--- src/srsi_map.vh ---
`ifndef SRSI_MAP_VH
`define SRSI_MAP_VH

// timing
`define SRSI_CLK_NS 10
`define SRSI_MC_NS 40
`define SRSI_MC_CLKS (`SRSI_MC_NS / `SRSI_CLK_NS)
`define SRSI_SOFT_MC 2

// widths
`define SRSI_PC_W 12
`define SRSI_NPORT 14
`define SRSI_NIB_W 4

// reset values
`define SRSI_PC_RST 12'h000
`define SRSI_NIB_RST 4'h0
`define SRSI_BIT_RST 1'b0
`define SRSI_PORT_LATCH_RST 14'h3FFF
`define SRSI_PORT_PP_RST 14'h0000
`define SRSI_PORT_PU_RST 14'h0000
// pins 0 and 1 (first two d-port pins) have no pull-up
`define SRSI_PU_MASK 14'h3FFC

// write selects
`define SRSI_SEL_IRQ_ALLOW 4'h0
`define SRSI_SEL_MASK_ONE 4'h1
`define SRSI_SEL_MASK_TWO 4'h2
`define SRSI_SEL_PRESCALE 4'h3
`define SRSI_SEL_TMR_ONE 4'h4
`define SRSI_SEL_TMR_TWO 4'h5
`define SRSI_SEL_TMR_AUX 4'h6
`define SRSI_SEL_OSC 4'h7
`define SRSI_SEL_SER_PORT 4'h8
`define SRSI_SEL_SI 4'h9
`define SRSI_SEL_LATCH 4'hA
`define SRSI_SEL_PP 4'hB
`define SRSI_SEL_PU 4'hC

`endif

--- src/srsi_pin_sync.v ---
`timescale 1ns/1ps
module srsi_pin_sync
(
    clk,
    resetn,
    pin_in,
    pin_sync
);
input wire clk;
input wire resetn;
input wire pin_in;
output wire pin_sync;

reg meta_r;
reg sync_r;

// idles high so a released pin does not look like a reset
always @(posedge clk)
begin
    if (!resetn)
    begin
        meta_r <= 1'b1;
        sync_r <= 1'b1;
    end
    else
    begin
        meta_r <= pin_in;
        sync_r <= meta_r;
    end
end

assign pin_sync = sync_r;

endmodule // srsi_pin_sync

--- src/srsi_reset_ctrl.v ---
`timescale 1ns/1ps
`include "srsi_map.vh"

// Operation
// - soft reset instruction drives the reset pin low, causing full system reset
// - all port pins are high-impedance during reset
// - reset sets every port output latch to one
// - reset selects n-channel open-drain output structure for all ports
// - reset turns pull-ups off; first two d-port pins have none
// - reset loads program counter with address zero of page zero
// - reset clears global interrupt allow flag and both interrupt mask registers
// - reset clears prescaler control register, prescaler stopped
// - reset clears timer one control, timer one stopped
// - reset clears the 4-bit timer two control to zero
// - reset clears the 4-bit auxiliary timer control to zero
// - reset clears oscillator select, on-chip oscillator runs
// - reset clears the serial done flag
// - reset clears serial port control, no pin given to serial
// - 8-bit serial shift register is never initialised by reset
// - reset values still hold after release; other state is software's job
// - on reset pin release execution starts at address zero page zero
module srsi_reset_ctrl
#(
    parameter PC_W = `SRSI_PC_W,
    parameter NPORT = `SRSI_NPORT,
    parameter MC_CLKS = `SRSI_MC_CLKS,
    parameter SOFT_MC = `SRSI_SOFT_MC
)
(
    clk,
    resetn,
    reset_pin_in,
    reset_pin_out,
    reset_pin_oe,
    soft_reset_instruction,
    cpu_wr,
    cpu_wr_sel,
    cpu_wr_data,
    cpu_pc_load,
    cpu_pc_val,
    cpu_pc_step,
    serial_shift,
    serial_in,
    serial_done_evt,
    serial_start,
    cpu_run,
    machine_cycle,
    program_counter,
    global_irq_allow_flag,
    irq_mask_reg_one,
    irq_mask_reg_two,
    prescaler_control_reg,
    timer_one_control,
    timer_two_control,
    timer_aux_control,
    osc_select_reg,
    serial_done_flag,
    serial_port_control,
    serial_shift_reg,
    port_latch,
    port_push_pull,
    port_pullup,
    port_oe
);
input wire clk;
input wire resetn;
input wire reset_pin_in;
output reg reset_pin_out;
output reg reset_pin_oe;
input wire soft_reset_instruction;
input wire cpu_wr;
input wire [3:0] cpu_wr_sel;
input wire [NPORT-1:0] cpu_wr_data;
input wire cpu_pc_load;
input wire [PC_W-1:0] cpu_pc_val;
input wire cpu_pc_step;
input wire serial_shift;
input wire serial_in;
input wire serial_done_evt;
input wire serial_start;
output reg cpu_run;
output reg machine_cycle;
output reg [PC_W-1:0] program_counter;
output reg global_irq_allow_flag;
output reg [3:0] irq_mask_reg_one;
output reg [3:0] irq_mask_reg_two;
output reg prescaler_control_reg;
output reg [3:0] timer_one_control;
output reg [3:0] timer_two_control;
output reg [3:0] timer_aux_control;
output reg osc_select_reg;
output reg serial_done_flag;
output reg [3:0] serial_port_control;
output reg [7:0] serial_shift_reg;
output reg [NPORT-1:0] port_latch;
output reg [NPORT-1:0] port_push_pull;
output reg [NPORT-1:0] port_pullup;
output reg [NPORT-1:0] port_oe;

localparam integer MC_LAST_I = MC_CLKS - 1;
localparam integer SOFT_LAST_I = SOFT_MC - 1;
localparam [7:0] MC_LAST = MC_LAST_I[7:0];
localparam [7:0] SOFT_LAST = SOFT_LAST_I[7:0];
localparam [NPORT-1:0] PU_MASK = `SRSI_PU_MASK;

wire pin_sync;
reg [7:0] mc_cnt_r;
reg [7:0] soft_cnt_r;
reg sys_rst_r;
reg sys_rst_nxt;
wire wr_ok;
wire rst_all;

srsi_pin_sync u_pin_sync
(
    .clk(clk),
    .resetn(resetn),
    .pin_in(reset_pin_in),
    .pin_sync(pin_sync)
);

function sel_hit;
    input [3:0] sel;
    begin
        sel_hit = wr_ok && (cpu_wr_sel == sel);
    end
endfunction

// writes are dropped while reset holds
assign wr_ok = cpu_wr && !sys_rst_r;

// covers the first reset cycle too, so no state lags cpu_run going low
assign rst_all = !resetn || sys_rst_nxt || sys_rst_r;

// machine cycle divider, runs through reset so the pin is sampled
always @(posedge clk)
begin
    if (!resetn)
    begin
        mc_cnt_r <= 8'h00;
        machine_cycle <= 1'b0;
    end
    else if (mc_cnt_r == MC_LAST)
    begin
        mc_cnt_r <= 8'h00;
        machine_cycle <= 1'b1;
    end
    else
    begin
        mc_cnt_r <= mc_cnt_r + 8'h01;
        machine_cycle <= 1'b0;
    end
end

// open-drain pull of the reset pin on soft reset
always @(posedge clk)
begin
    reset_pin_out <= 1'b0;
    if (!resetn)
    begin
        reset_pin_oe <= 1'b0;
        soft_cnt_r <= 8'h00;
    end
    else if (!reset_pin_oe)
    begin
        soft_cnt_r <= 8'h00;
        if (soft_reset_instruction && cpu_run)
            reset_pin_oe <= 1'b1;
    end
    else if (machine_cycle)
    begin
        // held whole machine cycles so our own pin read qualifies
        if (soft_cnt_r == SOFT_LAST)
            reset_pin_oe <= 1'b0;
        else
            soft_cnt_r <= soft_cnt_r + 8'h01;
    end
end

// internal reset: pin low seen on a machine cycle edge, or our own drive
always @*
begin
    sys_rst_nxt = sys_rst_r;
    if (machine_cycle && !pin_sync)
        sys_rst_nxt = 1'b1;
    else if (reset_pin_oe)
        sys_rst_nxt = 1'b1;
    else if (pin_sync)
        sys_rst_nxt = 1'b0;
end

always @(posedge clk)
begin
    if (!resetn)
    begin
        sys_rst_r <= 1'b1;
        cpu_run <= 1'b0;
    end
    else
    begin
        sys_rst_r <= sys_rst_nxt;
        cpu_run <= !sys_rst_nxt;
    end
end

// program counter
always @(posedge clk)
begin
    if (rst_all)
        program_counter <= `SRSI_PC_RST;
    else if (cpu_pc_load)
        program_counter <= cpu_pc_val;
    else if (cpu_pc_step)
        program_counter <= program_counter + {{(PC_W-1){1'b0}}, 1'b1};
end

// control registers; cleared for every reset source
always @(posedge clk)
begin
    if (rst_all)
    begin
        global_irq_allow_flag <= `SRSI_BIT_RST;
        irq_mask_reg_one <= `SRSI_NIB_RST;
        irq_mask_reg_two <= `SRSI_NIB_RST;
        prescaler_control_reg <= `SRSI_BIT_RST;
        timer_one_control <= `SRSI_NIB_RST;
        timer_two_control <= `SRSI_NIB_RST;
        timer_aux_control <= `SRSI_NIB_RST;
        osc_select_reg <= `SRSI_BIT_RST;
        serial_port_control <= `SRSI_NIB_RST;
    end
    else
    begin
        if (sel_hit(`SRSI_SEL_IRQ_ALLOW))
            global_irq_allow_flag <= cpu_wr_data[0];
        if (sel_hit(`SRSI_SEL_MASK_ONE))
            irq_mask_reg_one <= cpu_wr_data[3:0];
        if (sel_hit(`SRSI_SEL_MASK_TWO))
            irq_mask_reg_two <= cpu_wr_data[3:0];
        if (sel_hit(`SRSI_SEL_PRESCALE))
            prescaler_control_reg <= cpu_wr_data[0];
        if (sel_hit(`SRSI_SEL_TMR_ONE))
            timer_one_control <= cpu_wr_data[3:0];
        if (sel_hit(`SRSI_SEL_TMR_TWO))
            timer_two_control <= cpu_wr_data[3:0];
        if (sel_hit(`SRSI_SEL_TMR_AUX))
            timer_aux_control <= cpu_wr_data[3:0];
        if (sel_hit(`SRSI_SEL_OSC))
            osc_select_reg <= cpu_wr_data[0];
        if (sel_hit(`SRSI_SEL_SER_PORT))
            serial_port_control <= cpu_wr_data[3:0];
    end
end

// serial done flag: a completion in the start cycle is kept
always @(posedge clk)
begin
    if (rst_all)
        serial_done_flag <= `SRSI_BIT_RST;
    else if (serial_done_evt)
        serial_done_flag <= 1'b1;
    else if (serial_start)
        serial_done_flag <= 1'b0;
end

// shift register has no reset branch at all; contents undefined
always @(posedge clk)
begin
    if (sel_hit(`SRSI_SEL_SI))
        serial_shift_reg <= cpu_wr_data[7:0];
    else if (serial_shift && !sys_rst_r)
        serial_shift_reg <= {serial_shift_reg[6:0], serial_in};
end

// port configuration
always @(posedge clk)
begin
    if (rst_all)
    begin
        port_latch <= `SRSI_PORT_LATCH_RST;
        port_push_pull <= `SRSI_PORT_PP_RST;
        port_pullup <= `SRSI_PORT_PU_RST;
    end
    else
    begin
        if (sel_hit(`SRSI_SEL_LATCH))
            port_latch <= cpu_wr_data;
        if (sel_hit(`SRSI_SEL_PP))
            port_push_pull <= cpu_wr_data;
        if (sel_hit(`SRSI_SEL_PU))
            port_pullup <= cpu_wr_data & PU_MASK;
    end
end

// pin drivers; open-drain only drives a low latch
always @(posedge clk)
begin
    if (rst_all)
        port_oe <= {NPORT{1'b0}};
    else
        port_oe <= port_push_pull | ~port_latch;
end

endmodule // srsi_reset_ctrl

--- config.mk ---
export PLATFORM = sky130hd
export DESIGN_NAME = srsi_reset_ctrl
export DESIGN_NICKNAME = d
export VERILOG_FILES = /design/src/srsi_pin_sync.v /design/src/srsi_reset_ctrl.v
export VERILOG_INCLUDE_DIRS = /design/src /design/src/src
export SDC_FILE = /design/constraint.sdc
export NUM_CORES = 1
export LEC_CHECK = 0
export BUFFER_PORTS_ARGS = -buffer_cell sky130_fd_sc_hd__buf_2
export CORE_MARGIN = 1
export CORE_UTILIZATION = 45
export CTS_CLUSTER_SIZE = 24
export DETAILED_ROUTE_END_ITERATION = 10
export GPL_ROUTABILITY_DRIVEN = 0
export GPL_TIMING_DRIVEN = 0
export HOLD_SLACK_MARGIN = 0.05
export MAX_ROUTING_LAYER = met4
export PLACE_DENSITY = 0.76
export SETUP_SLACK_MARGIN = 0.1
export SYNTH_ARGS = -nofsm -noshare
export SYNTH_HDL_FRONTEND = slang
export SYNTH_SLANG_ARGS = --single-unit
--- constraint.sdc ---
create_clock -name clk -period 2.3 [get_ports clk]
set_input_delay 0.115 -clock clk [delete_from_list [all_inputs] [get_ports clk]]
set_output_delay 0.115 -clock clk [all_outputs]
set_load 0.01 [all_outputs]
After elaboration in Yosys (flattened, before gate mapping)
Cells that the tools add are included.
{"block": "totals", "reg_bits": 124, "output_inout_bits": 108, "in_bits": 41, "word_cells": 89}
{"block": "classes", "add_sub_neg": 3, "eq_ne": 14, "muxes": 14, "reduce_logical": 30, "bitwise_logic": 4}
{"op": "12-bit two-way mux", "count": 2}
{"op": "4-bit == test, second input constant", "count": 5}
{"op": "1-bit logical AND", "count": 17}
{"op": "8-bit by 1-bit adder with 8-bit output, second input constant", "count": 2}
{"op": "4-bit by 3-bit == test with 1-bit output, second input constant", "count": 4}
{"op": "8-bit two-way mux", "count": 2}
{"op": "14-bit inverter", "count": 1}
{"op": "14-bit bitwise OR", "count": 1}
{"op": "12-bit by 1-bit adder with 12-bit output, second input constant", "count": 1}
{"op": "1-bit two-way mux", "count": 10}
{"op": "4-bit by 2-bit == test with 1-bit output, second input constant", "count": 2}
{"op": "8-bit by 1-bit == test with 1-bit output, second input constant", "count": 1}
{"op": "8-bit by 2-bit == test with 1-bit output, second input constant", "count": 1}
{"op": "2-bit nonzero test", "count": 3}
{"op": "4-bit by 1-bit == test with 1-bit output, second input constant", "count": 1}
{"op": "1-bit logical NOT", "count": 4}
{"op": "4-bit logical NOT", "count": 1}
{"op": "2-bit AND reduction", "count": 2}
{"op": "1-bit logical OR", "count": 2}
{"op": "1-bit inverter", "count": 2}
{"op": "2-bit OR reduction", "count": 1}

Depth between registers and ports, before layout
{"block": "depth", "depth_word": 5, "ltp_mapped": 7, "depth_no_buf": 6}

Cells and area by module
Synthesis repeated with hierarchy kept, for this count alone.
{"block": "unflattened", "cells_unflattened": 515, "area_unflattened_um2": 4804.6}
{"module": "srsi_reset_ctrl", "area_each_um2": 4752.1, "seq_area_each_um2": 2522.4, "cells_per_inst": 511, "n_inst": 1}
{"module": "srsi_pin_sync", "area_each_um2": 52.6, "seq_area_each_um2": 40.0, "cells_per_inst": 4, "n_inst": 1}

Least setup slack after synthesis
Ideal clock, no wire load.
{"block": "synth_timing", "path_kind": "flip-flop to flip-flop", "from": "register soft_cnt_r[0]", "to": "register soft_cnt_r[1]", "t_required_ps": 2235, "stages_incl_launch_ff": 6, "n_path_buf": 0, "setup_time_ps": 65, "path_slack_ps": 686, "arrival_time_ps": 1549, "synth_period_minus_slack_ps": 1614, "path_cell_list": "dfxtp_1 -> ha_1 -> or4b_4 -> o21ai_2 -> mux2_2 -> nor2_1"}
{"block": "synth_between", "elab_chain_len": 3, "word_cells_on_any_way": 4, "cone_classes": "1 x add/sub; 1 x eq/ne; 1 x bitwise; 1 x reduce/logical"}
{"element": "start: declaration", "line": "srsi_reset_ctrl.v:108", "source": "reg [7:0] soft_cnt_r;"}
{"element": "start signal: assignment", "line": "srsi_reset_ctrl.v:176", "source": "soft_cnt_r <= soft_cnt_r + 8'h01;"}
{"element": "parallel branches: the longest is 3 deep, another holds 8-bit by 1-bit adder with 8-bit output"}
Parallel ways; which one is timed is not known.
A chain may end at the register's enable or synchronous reset.

Worst setup path after layout
{"block": "layout_timing", "from": "register sys_rst_r", "to": "register serial_shift_reg[5], enable pin"}
{"block": "layout_between", "elab_chain_len": 4, "word_cells_on_any_way": 5, "cone_classes": "5 x reduce/logical"}
{"element": "start: declaration", "line": "srsi_reset_ctrl.v:109", "source": "reg sys_rst_r;"}
{"element": "start signal: assignment", "line": "srsi_reset_ctrl.v:201", "source": "sys_rst_r <= sys_rst_nxt;"}
{"element": "1-bit logical NOT *", "line": "srsi_reset_ctrl.v:130, srsi_reset_ctrl.v:271"}
{"element": "1-bit logical AND", "line": "srsi_reset_ctrl.v:130", "source": "assign wr_ok = cpu_wr && !sys_rst_r;"}
{"element": "1-bit logical AND", "line": "srsi_reset_ctrl.v:125", "source": "sel_hit = wr_ok && (cpu_wr_sel == sel);"}
{"element": "2-bit nonzero test (no source line) *"}
{"element": "end signal: assignment", "line": "srsi_reset_ctrl.v:270", "source": "serial_shift_reg <= cpu_wr_data[7:0];"}
{"element": "end signal: assignment", "line": "srsi_reset_ctrl.v:272", "source": "serial_shift_reg <= {serial_shift_reg[6:0], serial_in};"}
{"element": "end: declaration", "line": "srsi_reset_ctrl.v:94", "source": "output reg [7:0] serial_shift_reg;"}
Every way passes the cells marked *; elsewhere a longest branch is shown, timed or not.

==> metrics <==
status finished clean; area share of fa/ha/maj cells after synthesis 0.0104; final critical-path required period 1.92 ns; fin. max-slew vios 0; Final Hold Viols 0; unrepaired setup endpoints after global routing false; sinks on the clock net 124; share of total power consumed by net switching 0.228; cell area after synthesis 4800 um2; per-instance average area after synthesis 9.01 um2; power density over the cells 779 nW/um2; power share of the clock group 0.506; required time worst endpoint 2.44 ns; Final Setup Violations 0; maximum number of pins on one net before global-route repair 17; Leakage Power 2.74 nW; average detailed-routed wire length per instance 14.7 um; IO Count 149; worst-case hold slack 0.0764 ns; slew margin rel. 0.439; # placed instances 812; uppermost layer routed met4; TritonCTS clock tree done; switching power of the nets 1.17 mW; met1 layer wirelength in the final routing 5.31 mm; wire length of the first global-routing pass 20.2 mm; Seq cells post-synth 124; number of vias per cell 5.17; post-route insts no fill 877; f_max 520 MHz; number of synthesized flops with an enable pin 8; Horiz. Die Dim 105 um; Max Fanout on Critical Path 9; vias in the first global route 4,250; Synth Flop Type dfxtp_1; Yosys warning count 0; post-synthesis sequential area ratio 0.533; area share of the leading cell type in the synthesized netlist 0.483; count of port buffers added during placement 141; largest family of logic cells by synthesized area simple AND/OR/NAND/NOR gates; classification of the worst setup path register to register; sum of met2 wire segment lengths after detailed routing 6.28 mm; Data arrival, critical path 2.06 ns; Global Route Usage Sum 0.239; final HPWL from detailed placement 8.92 mm; final worst clock skew 0.00475 ns; Vert. Die Dim 105 um; final setup TNS 0 ns; count of mapped cells out of synthesis 533; maximum level of the CTS H-tree 4; clock latency at the later pin of the worst-skew pair 0.51 ns; total clock buffers created by CTS 17; cell with the most instances after synthesis dfxtp_1; clock edge transition at the registers on the reported setup and hold paths 0.06 ns; Die ar. 11,100 um2; Clk Tree Root Cell clkbuf_8; register-to-register path setup slack 0.38 ns; top area cells in the synthesized netlist dfxtp_1, nand2_1, a21oi_1; type of the most critical hold path input pin to register; startpoint kind of the worst setup timing path register; synthesized-area fraction occupied by ao, oa, aoi and oai cells 0.0818; number of setup buffers added after CTS 0; area inside the core boundary 10,300 um2; ratio of cells with drive above 1 in the final layout 0.279; number of nets still failing antenna checks after routing 0; Critical Path Sink Type register; multiplexer share of the synthesized area 0.0628; post-synthesis async set-or-reset flop share 0; total wirelength of the detailed-routed design 12.9 mm; xor-xnor portion of the synthesized cell area 0.0401; initial core utilization 0.465; Commonest cells post-synth dfxtp_1, nand2_1, a21oi_1; Inserted Diodes 0; share of the clock period used by the worst path 0.836; DR iter-0 viols 307; number of optimization iterations in the first detailed-route pass 5; largest area contributor in the synthesized netlist dfxtp_1; WL met3 989 um; Slew @ Worst Pin 0.836 ns; max-cap check violation count 0; VDD IR max 0.448 mV; placed inst area 5690 um2; total non-filler cell area in the finished layout 6610 um2; count of different cell masters after synthesis 40; buffer depth of the longest clock path 2; Residual DRC 0; cell row count 37; Synth-to-Final Area Change 37.6%; antenna violations before repair 0; total overflow reported by the global router 0; P_int 3.98 mW; Post-Synth Simple-Gate Area 0.222; Final Net Count 773; combinational share of power 0.061; sequential power share 0.433; largest registers port_latch (14), port_oe (14), port_push_pull (14); routed vias 4,537
[cells by family (layout without fill, tap and decap cells)]
kind of cell / after synthesis / count (layout)
simple gates: 225 / 225
flops: 124 / 124
compound gates: 76 / 76
buf+inv: 52 / 258
mux: 29 / 29
xor+xnor: 22 / 22
fa+ha+maj: 4 / 4
other cells: 1 / 3
[cell usage in the layout (no fill, tap or decap), drive strengths merged, types with 2 or more instances in the layout]
cell,n
bufinv,2
clkbuf,31
nand2,93
xor2,10
edfxtp,8
mux2,9
and3,5
nand4,6
conb,3
nor2,46
xnor2,12
o21ai,10
mux2i,20
nor3b,2
dlygate4sd3,33
nor2b,3
and4bb,2
nor4,3
or3,4
a21oi,63
nand3,48
buf,160
dfxtp,116
clkinvlp,6
ha,4
nor3,4
nand2b,3
clkinv,4
inv,22
[routing by layer]
layer | vias up | GRT usage
met5 | - | -
met3 | 34 | 0.0649
met1 | 2112 | 0.273
met2 | 207 | 0.397
met4 | 0 | 0.0946
li1 | 2184 | -
[final cells by class]
cell class | instances | area, um2
Inverter | 22 | 82.6
Sequential cell | 124 | 2560
Clock buffer | 20 | 457
Tap cell | 136 | 170
Fill cell | 844 | 3710
Multi-Input combinational cell | 359 | 2010
Timing Repair Buffer | 174 | 1040
Buffer | 30 | 153
Clock inverter | 12 | 136
[path summary, 6_finish.rpt]
kind	startpoint	endpoint	cells after the start
max	sys_rst_r	serial_shift_reg[5]	3
min reg2reg	u_pin_sync.meta_r	u_pin_sync.pin_sync	1
min	cpu_wr_sel[3]	prescaler_control_reg	4
max reg2reg	sys_rst_r	serial_shift_reg[5]	3
[metrics by stage]
stage | power [mW] | utilization | setup WS [ns]
6_report | 5.15 | 0.640 | 0.378
2_1_floorplan | 2.42 | - | 0.686
5_1_grt | 5.32 | 0.640 | 0.282
3_3_place_gp | 2.53 | 0.551 | 0.309
4_1_cts | 5.18 | 0.640 | 0.265
3_5_place_dp | 2.54 | 0.551 | 0.277
[power by group through the flow]
stage | Combinational [mW] | Sequential [mW] | Clock, mW
after CTS | 0.308 | 2.23 | 2.64
final | 0.312 | 2.23 | 2.61
after detailed placement | 0.260 | 2.28 | 0
after global placement | 0.253 | 2.28 | 0
after global routing | 0.339 | 2.24 | 2.75
after floorplan | 0.137 | 2.28 | 0
[critical path, cell delays in order, from the launching register on]
cell	delay (ns)
dfxtp_1	0.41
and4bb_2	0.34
nand2_1	0.24
o21ai_1	0.55
[what timing repair did]
action                                 CTS  global route
hold buffers                            33             0
setup endpoints to repair                0             8
endpoints found under the hold margin   63             0
resized for setup                        0             1
Note: power is estimated with default switching activity, not from simulation.
